--- src/cbo_pkg.sv ---
// constants and types for the console button and output control block
package cbo_pkg;
   localparam int unsigned CLK_MHZ        = 250;
   localparam int unsigned DEBOUNCE_US    = 10;
   localparam int unsigned DEBOUNCE_CYC   = DEBOUNCE_US * CLK_MHZ;
   localparam int unsigned HOLD_MS        = 300;
   localparam int unsigned HOLD_CYC       = HOLD_MS * 1000 * CLK_MHZ;
   localparam int unsigned GAIN_W         = 8;
   localparam logic [7:0]  GAIN_MAX       = 8'hff;
   localparam logic [7:0]  GAIN_MIN40     = 8'h03;
   localparam logic [7:0]  GAIN_MUTE      = 8'h00;
   localparam logic [7:0]  POS_CCW        = 8'h00;
   localparam logic [7:0]  POS_CW         = 8'hff;
   localparam logic [7:0]  POS_MID        = 8'h80;

   typedef enum logic [1:0] {
      CBO_MAIN_PTM = 2'b00,
      CBO_MAIN_PTT = 2'b01,
      CBO_MAIN_ALT = 2'b10,
      CBO_MAIN_HYB = 2'b11
   } cbo_main_mode_t;

   typedef enum logic [1:0] {
      CBO_BTN_IDLE = 2'b00,
      CBO_BTN_WAIT = 2'b01,
      CBO_BTN_HELD = 2'b10
   } cbo_btn_state_t;
endpackage

--- src/cbo_btn_if.sv ---
// carries one conditioned button's level and events
`timescale 1ns/1ps
interface cbo_btn_if;
   logic down;    // debounced level
   logic press;   // pulse on debounced press
   logic tap;     // pulse on release before hold time
   logic held;    // level while press has passed hold time
   modport src (output down, press, tap, held);
   modport dst (input down, press, tap, held);
endinterface

--- src/cbo_btn_cond.sv ---
// debouncer and tap/hold classifier for one pushbutton
`timescale 1ns/1ps
module cbo_btn_cond #(
   parameter int unsigned DEB_CYC  = cbo_pkg::DEBOUNCE_CYC,
   parameter int unsigned HOLD_CYC = cbo_pkg::HOLD_CYC
) (
   input wire logic  sys_clk,  // system clock
   input wire logic  rstn,     // async reset, active low
   input wire logic  raw,      // button pressed, active high
   cbo_btn_if.src    btn       // conditioned button
);
   logic [11:0]  deb_cnt;
   logic         stable;
   logic [27:0]  hold_cnt;
   cbo_pkg::cbo_btn_state_t state;

   wire differs   = raw != stable;
   wire deb_done  = deb_cnt >= 12'(DEB_CYC - 1);
   wire hold_done = hold_cnt >= 28'(HOLD_CYC - 1);
   wire rise      = differs && deb_done && raw;
   wire fall      = differs && deb_done && !raw;

   // input must stay changed for the whole window before it is believed
   always_ff @(posedge sys_clk or negedge rstn) begin
      if (!rstn) begin
         deb_cnt <= '0;
         stable  <= 1'b0;
      end else if (!differs || deb_done) begin
         deb_cnt <= '0;
         stable  <= differs ? raw : stable;
      end else begin
         deb_cnt <= deb_cnt + 12'h001;
      end
   end

   always_ff @(posedge sys_clk or negedge rstn) begin
      if (!rstn) begin
         state    <= cbo_pkg::CBO_BTN_IDLE;
         hold_cnt <= '0;
      end else begin
         unique case (state)
            cbo_pkg::CBO_BTN_IDLE: begin
               hold_cnt <= '0;
               if (rise) state <= cbo_pkg::CBO_BTN_WAIT;
            end
            cbo_pkg::CBO_BTN_WAIT: begin
               hold_cnt <= hold_cnt + 28'h0000001;
               if (fall) state <= cbo_pkg::CBO_BTN_IDLE;
               else if (hold_done) state <= cbo_pkg::CBO_BTN_HELD;
            end
            cbo_pkg::CBO_BTN_HELD: begin
               if (fall) state <= cbo_pkg::CBO_BTN_IDLE;
            end
            default: state <= cbo_pkg::CBO_BTN_IDLE;
         endcase
      end
   end

   assign btn.down  = stable;
   assign btn.press = rise;
   assign btn.tap   = fall && state == cbo_pkg::CBO_BTN_WAIT;
   assign btn.held  = state == cbo_pkg::CBO_BTN_HELD;
endmodule // cbo_btn_cond

--- src/cbo_top.sv ---
// console button, indicator and headphone gain control
`timescale 1ns/1ps
module cbo_top #(
   parameter int unsigned DEB_CYC  = cbo_pkg::DEBOUNCE_CYC,
   parameter int unsigned HOLD_CYC = cbo_pkg::HOLD_CYC
) (
   input  wire logic        sys_clk,            // 250 MHz clock
   input  wire logic        rstn,               // async reset, active low
   input  wire logic        main_output_button, // main button, high pressed
   input  wire logic        tb1_button,         // talkback one button
   input  wire logic        tb2_button,         // talkback two button
   input  wire logic [1:0]  main_mode,          // cbo_main_mode_t code
   input  wire logic        main_force_off,     // 1 force-off, 0 normal
   input  wire logic        tb1_hybrid,         // 1 hybrid, 0 push-to-talk
   input  wire logic        tb2_hybrid,         // 1 hybrid, 0 push-to-talk
   input  wire logic        tb2_enable,         // talkback two function on
   input  wire logic        relay_follow_tb2,   // relay follows button two
   input  wire logic        on_air,             // 1 on-air, 0 production
   input  wire logic        hp_balance,         // 1 level/balance mode
   input  wire logic        hp_reverse,         // swap left and right
   input  wire logic        hp_full_mute,       // 1 full mute, 0 minus 40
   input  wire logic [7:0]  pot_left,           // left control, 0 = ccw
   input  wire logic [7:0]  pot_right,          // right control, 0 = ccw
   output logic             main_active,        // main output active
   output logic             tb1_active,         // talkback one active
   output logic             tb2_active,         // talkback two active
   output logic             relay_on,           // auxiliary relay drive
   output logic             led_main_green,     // main active lamp
   output logic             led_main_red,       // main muted lamp
   output logic             led_tb1,            // talkback one lamp
   output logic             led_tb2,            // talkback two lamp
   output logic [7:0]       hp_gain_left,       // left headphone gain
   output logic [7:0]       hp_gain_right       // right headphone gain
);
   cbo_btn_if b_main();
   cbo_btn_if b_tb1();
   cbo_btn_if b_tb2();

   cbo_btn_cond #(.DEB_CYC(DEB_CYC), .HOLD_CYC(HOLD_CYC)) u_main (
      .sys_clk (sys_clk),
      .rstn    (rstn),
      .raw     (main_output_button),
      .btn     (b_main)
   );
   cbo_btn_cond #(.DEB_CYC(DEB_CYC), .HOLD_CYC(HOLD_CYC)) u_tb1 (
      .sys_clk (sys_clk),
      .rstn    (rstn),
      .raw     (tb1_button),
      .btn     (b_tb1)
   );
   cbo_btn_cond #(.DEB_CYC(DEB_CYC), .HOLD_CYC(HOLD_CYC)) u_tb2 (
      .sys_clk (sys_clk),
      .rstn    (rstn),
      .raw     (tb2_button),
      .btn     (b_tb2)
   );

   logic main_latch;
   logic tb1_latch;
   logic tb2_latch;

   // talkback lines
   wire tb1_now = tb1_hybrid ? (tb1_latch || b_tb1.held)
                             : b_tb1.down;
   wire tb2_now = tb2_hybrid ? (tb2_latch || b_tb2.held)
                             : b_tb2.down;
   wire tb2_func = tb2_enable && tb2_now;
   wire talk_any = tb1_now || tb2_func;
   wire mode_alt = main_mode == cbo_pkg::CBO_MAIN_ALT;
   wire mode_hyb = main_mode == cbo_pkg::CBO_MAIN_HYB;
   wire interplay = on_air && (mode_alt || mode_hyb);

   // button-only main state before talkback muting
   logic main_btn;
   always_comb begin
      unique case (cbo_pkg::cbo_main_mode_t'(main_mode))
         cbo_pkg::CBO_MAIN_PTM: main_btn = !b_main.down;
         cbo_pkg::CBO_MAIN_PTT: main_btn = b_main.down;
         cbo_pkg::CBO_MAIN_ALT: main_btn = main_latch;
         cbo_pkg::CBO_MAIN_HYB:
            main_btn = main_latch || b_main.held;
      endcase
   end
   // on-air muting covers every main mode; production ignores talkback
   wire next_main = main_btn
                    && !(on_air && talk_any);

   // presses during talkback toggle the latch unless on-air force-off clears it; it shows when talk ends
   wire main_toggle = mode_alt ? b_main.press : (mode_hyb && b_main.tap);
   wire force_clr   = interplay && main_force_off && talk_any;

   // clear beats a same-cycle toggle so force-off can never re-latch
   always_ff @(posedge sys_clk or negedge rstn) begin
      if (!rstn) begin
         main_latch <= 1'b0;
      end else begin
         main_latch <= force_clr ? 1'b0
                       : main_latch ^ main_toggle;
      end
   end

   always_ff @(posedge sys_clk or negedge rstn) begin
      if (!rstn) begin
         tb1_latch <= 1'b0;
      end else begin
         tb1_latch <= tb1_latch ^ (tb1_hybrid && b_tb1.tap);
      end
   end

   always_ff @(posedge sys_clk or negedge rstn) begin
      if (!rstn) begin
         tb2_latch <= 1'b0;
      end else begin
         tb2_latch <= tb2_latch ^ (tb2_hybrid && b_tb2.tap);
      end
   end

   // headphone gain mapping
   wire [7:0] floor_g = hp_full_mute ? cbo_pkg::GAIN_MUTE
                                     : cbo_pkg::GAIN_MIN40;
   function automatic logic [7:0] pot_gain(input logic [7:0] pos,
                                           input logic [7:0] flr);
      pot_gain = (pos == cbo_pkg::POS_CCW) ? flr
               : ((pos < flr) ? flr : pos);
   endfunction
   // balance scale: cut one side linearly toward its extreme
   function automatic logic [7:0] bal_gain(input logic [7:0] lvl,
                                           input logic [7:0] off,
                                           input logic [7:0] flr);
      logic [15:0] prod;
      logic [7:0]  g;
      prod = lvl * (cbo_pkg::GAIN_MAX - off);
      g    = prod[15:8];
      bal_gain = (off == cbo_pkg::POS_CW) ? flr
               : ((g < flr) ? flr : g);
   endfunction

   wire [7:0] lvl_l = pot_gain(pot_left, floor_g);
   wire [7:0] lvl_r = pot_gain(pot_right, floor_g);
   // ccw distance below centre cuts one side, cw distance the other
   wire [7:0] ccw_off = (pot_right < cbo_pkg::POS_MID)
      ? 8'((cbo_pkg::POS_MID - pot_right) << 1) : 8'h00;
   wire [7:0] cw_off  = (pot_right > cbo_pkg::POS_MID)
      ? ((pot_right == cbo_pkg::POS_CW) ? cbo_pkg::POS_CW
         : 8'((pot_right - cbo_pkg::POS_MID) << 1)) : 8'h00;
   wire [7:0] ccw_eff = (pot_right == cbo_pkg::POS_CCW) ? cbo_pkg::POS_CW
                                                        : ccw_off;
   wire [7:0] bal_a   = bal_gain(lvl_l, ccw_eff, floor_g);
   wire [7:0] bal_b   = bal_gain(lvl_l, cw_off, floor_g);
   // normal: ccw cuts right; reverse: ccw cuts left
   wire [7:0] next_l = hp_balance ? (hp_reverse ? bal_a : bal_b)
                                  : (hp_reverse ? lvl_r : lvl_l);
   wire [7:0] next_r = hp_balance ? (hp_reverse ? bal_b : bal_a)
                                  : (hp_reverse ? lvl_l : lvl_r);

   // lamp and relay next values
   // production: main acts as a plain talk output, so red stays dark
   wire next_red      = on_air && !next_main;
   wire next_relay    = relay_follow_tb2 && b_tb2.down;
   // disabled function leaves the lamp to show the relay
   wire next_tb2_lamp = tb2_enable ? tb2_now : next_relay;

   // one short register per output keeps each reset value in plain view
   always_ff @(posedge sys_clk or negedge rstn) begin
      if (!rstn) begin
         main_active <= 1'b0;
      end else begin
         main_active <= next_main;
      end
   end

   always_ff @(posedge sys_clk or negedge rstn) begin
      if (!rstn) begin
         tb1_active <= 1'b0;
      end else begin
         tb1_active <= tb1_now;
      end
   end

   always_ff @(posedge sys_clk or negedge rstn) begin
      if (!rstn) begin
         tb2_active <= 1'b0;
      end else begin
         tb2_active <= tb2_func;
      end
   end

   always_ff @(posedge sys_clk or negedge rstn) begin
      if (!rstn) begin
         relay_on <= 1'b0;
      end else begin
         relay_on <= next_relay;
      end
   end

   always_ff @(posedge sys_clk or negedge rstn) begin
      if (!rstn) begin
         led_main_green <= 1'b0;
      end else begin
         led_main_green <= next_main;
      end
   end

   always_ff @(posedge sys_clk or negedge rstn) begin
      if (!rstn) begin
         led_main_red <= 1'b0;
      end else begin
         led_main_red <= next_red;
      end
   end

   always_ff @(posedge sys_clk or negedge rstn) begin
      if (!rstn) begin
         led_tb1 <= 1'b0;
      end else begin
         led_tb1 <= tb1_now;
      end
   end

   always_ff @(posedge sys_clk or negedge rstn) begin
      if (!rstn) begin
         led_tb2 <= 1'b0;
      end else begin
         led_tb2 <= next_tb2_lamp;
      end
   end

   // gains sit at mute through reset so nothing leaks at power-up
   always_ff @(posedge sys_clk or negedge rstn) begin
      if (!rstn) begin
         hp_gain_left <= cbo_pkg::GAIN_MUTE;
      end else begin
         hp_gain_left <= next_l;
      end
   end

   always_ff @(posedge sys_clk or negedge rstn) begin
      if (!rstn) begin
         hp_gain_right <= cbo_pkg::GAIN_MUTE;
      end else begin
         hp_gain_right <= next_r;
      end
   end
endmodule // cbo_top

--- config.mk ---
export PLATFORM = sky130hd
export DESIGN_NAME = cbo_top
export DESIGN_NICKNAME = d
export VERILOG_FILES = /design/src/cbo_pkg.sv /design/src/cbo_btn_if.sv /design/src/cbo_btn_cond.sv /design/src/cbo_top.sv
export SDC_FILE = /design/constraint.sdc
export NUM_CORES = 1
export LEC_CHECK = 0
export ABC_AREA = 1
export BUFFER_PORTS_ARGS = -buffer_cell sky130_fd_sc_hd__buf_2
export CAP_MARGIN = 0
export CORE_MARGIN = 2
export CORE_UTILIZATION = 50
export CTS_CLUSTER_DIAMETER = 30
export DETAILED_ROUTE_END_ITERATION = 8
export PLACE_DENSITY = 0.77
export RECOVER_POWER = 100
export REMOVE_ABC_BUFFERS = 1
export SYNTH_ARGS = -nofsm -noshare
export SYNTH_HDL_FRONTEND = slang
export SYNTH_SLANG_ARGS = --single-unit
--- constraint.sdc ---
create_clock -name sys_clk -period 3.15 [get_ports sys_clk]
set_input_delay 0.315 -clock sys_clk [delete_from_list [all_inputs] [get_ports sys_clk]]
set_output_delay 0.315 -clock sys_clk [all_outputs]
set_load 0.05 [all_outputs]
==> impl_metrics.toml <==
[timing]
worst_pin_slew_ns = 1.95
slew_violations = 83
slew-limit-headroom_pct = -29.8
max_freq_mhz = 196
rsz0062_at_grt = "true"
fin_crit_sh_pct = 162
finalWorstSetupSlack_ns = -1.94
tns_ns = -27.09
fin_skew_ns = 0.0111
hold_viol_final = 0
period_minus_slack_ns = 5.09
finalSetupViolCount = 16

[setup_path]
cp-end-kind = "flip-flop"
worst-setup-path-type = "in2reg"
path_max_fanout = 6
worstPathRequired_ns = 3.45
critPathLaunchType = "primary input"
slowest_stage = "fa_1"
slowest_delay_ns = 0.54
crit_top_cell = "nand2_1"
r2r.worst_path.cells = 16
worstPathArrival_ns = 5.39

[status]
violations = "max-capacitance violations, max-slew violations, negative setup slack"
status = "finished, violations left"

[yosys]
ys_seq_area_share_pct = 30.4
synth-seq-cells = 154
postSynthAreaPerCell_um2 = 7.50
synth_warnings = 0
syn_inst = 1689
synth_flop_cell = "dfrtp_1"
netlist_top_cells_area = "dfrtp_1, fa_1, inv_1"
async_flop_share_pct = 100
netlist_area_mm2 = 0.0127
synth_top_area_share_pct = 30.4
synth_commonest_cells = "inv_1, nand2_1, nor2_1, dfrtp_1, a21oi_1"
synth_edf_count = 0
synth.most_common_cell = "inv_1"
synth_top_cell_by_area = "dfrtp_1"
ys_types = 63

[die]
rows = 58
die_area_mm2 = 0.0266
io_pins = 56
die_x_um = 163
start_util_pct = 50.6
core_mm2 = 0.0250
die-height_um = 163

[clock_tree]
clock_path_buffers = 2
h-tree-depth = 4
clock_latency_ns = 0.43
clk_pin_slew_ns = 0.07
cts.sinks = 154
cts_root_buf = "clkbuf_16"
numCtsBuffers = 17
tritoncts = "done"

[global_routing]
use_met3_pct = 2.92
grt_overflow_total = 0
met1_usage_pct = 29.6
first_global_vias = 12100
grt_pass1_wl_um = 53900
grt_max_degree = 83
grtUsageTotal_pct = 24.7
antenna_found_initial = 1
use_met2_pct = 45.2
globalRoute.busiestLayer = "met2"

[routing]
dr.pass1.iters = 7
vias = 12100
via_per_inst = 5.31
wl_um = 33000
antenna_left = 0
first_iter_violations = 939
wl_per_cell_um = 14.5
drc = 0

[power]
powerDensity_mw_per_mm2 = 874
vdd_drop_max_mv = 0.582
power.leakage_nw = 7.95

[cells_and_area]
area_growth_pct = 26.8
final_layout_size_suffix_gt1_share_pct = 23.0
nets = 2120
final_cells = 2280

[flow_run]
drv_cap = 1

[placed_design]
dp_hpwl_um = 23900
io_buffer_count = 55
gp_congestion = 0.924
dp_cells = 2211
place_ws_ns = -2.64

[min_path]
hold_class = "in2reg"
holdPathStages = 3
cells by family (layout without fill, tap and decap cells):
kind of cell	after synthesis	in the layout	synth area share, %
simple gates	739	739	26.1
buf+inv	359	619	10.9
flops	154	154	30.4
xor+xnor	12	12	0.889
fa+ha+maj	152	152	19.3
compound gates	273	273	12.4
other cells	0	1	0
worst paths after layout:
kind,slack (ns),end,start
max,-1.94,hp_gain_left[1],pot_right[0]
min,0.09,relay_on,relay_follow_tb2
max reg2reg,0.12,u_tb1.hold_cnt[26],u_tb1.hold_cnt[1]
min reg2reg,0.47,u_tb2.deb_cnt[0],u_tb2.deb_cnt[0]
max in group asynchronous,0.51,u_tb1.hold_cnt[24],rstn
min in group asynchronous,0.98,tb2_latch,rstn
worst max-delay path: cells and delay by family:
| family | cells | cell delay [ns] |
|---|---|---|
| buf+inv | 9 | 0.78 |
| compound gates | 4 | 0.59 |
| fa+ha+maj | 6 | 2.41 |
| simple gates | 15 | 1.30 |
state kept, by name, summed over array words and instances (netlist names), 2 cells and up:
name             flops
u_tb1.deb_cnt       12
u_tb2.state          2
u_tb1.hold_cnt      28
u_tb1.state          2
u_tb2.deb_cnt       12
hp_gain_right        8
u_tb2.hold_cnt      28
hp_gain_left         8
u_main.hold_cnt     28
u_main.state         2
u_main.deb_cnt      12
what timing repair did:
action | in CTS | in global routing
hold buffers | 1 | 0
buffers inserted | 26 | 11
gates resized for setup | 133 | 53
cloned | 0 | 0
hold endpoints to repair | 80 | 0
pin swaps | 96 | 64
setup endpoints to repair | 16 | 16
metrics by stage:
step           area [um2]  total power (W)  hold WS, ns  util (%)
2_1_floorplan       12500          0.00656       0.0194         -
3_3_place_gp        14500          0.00933        0.411      57.9
3_5_place_dp        14500          0.00952        0.411      57.9
4_1_cts             15900           0.0134       0.0965      63.6
5_1_grt             16100           0.0150       0.0897      64.2
6_report            16100           0.0140       0.0934      64.2
per-layer routing:
metal / up-vias / share of wire [%]
li1: 5888 / -
met1: 5738 / 41
met3: 105 / 5.0
met4: 0 / 4.3
met2: 366 / 50
met5: - / 0
power by group:
group	switching, W	internal [W]
clock network	0.000860	0.00137
logic	0.00516	0.00448
registers	0.0000769	0.00210
total	0.00610	0.00795
cell type report:
class | count | area [um2]
clock inverters | 14 | 208
fillers | 1985 | 8970
multi-input cells | 1176 | 8050
repair buffers | 261 | 1860
diodes | 1 | 2.50
flip-flops and latches | 154 | 3850
clock buffers | 18 | 439
well taps | 330 | 413
inverters | 326 | 1240
placed cells by master (no fill, tap or decap), types with 5 or more instances in the layout:
cell	instances
inv_1	297
nand2_1	285
nor2_1	199
buf_4	185
dfrtp_1	154
a21oi_1	103
o21ai_0	80
fa_1	66
ha_1	66
nand3_1	54
nor3_1	49
nand2_2	37
buf_2	28
clkbuf_1	27
inv_2	20
nand4_1	17
clkbuf_16	17
nor3b_1	16
nor2_4	16
buf_6	15
ha_4	14
nor2_2	13
nor4_1	12
nand3_2	11
nand2_4	10
a21oi_2	10
a211oi_1	8
o21a_1	7
inv_6	7
a21oi_4	6
a31oi_1	6
fa_2	6
xor2_1	5
o21ai_2	5
nand3b_1	5
Power figures use the tool's default switching activity.
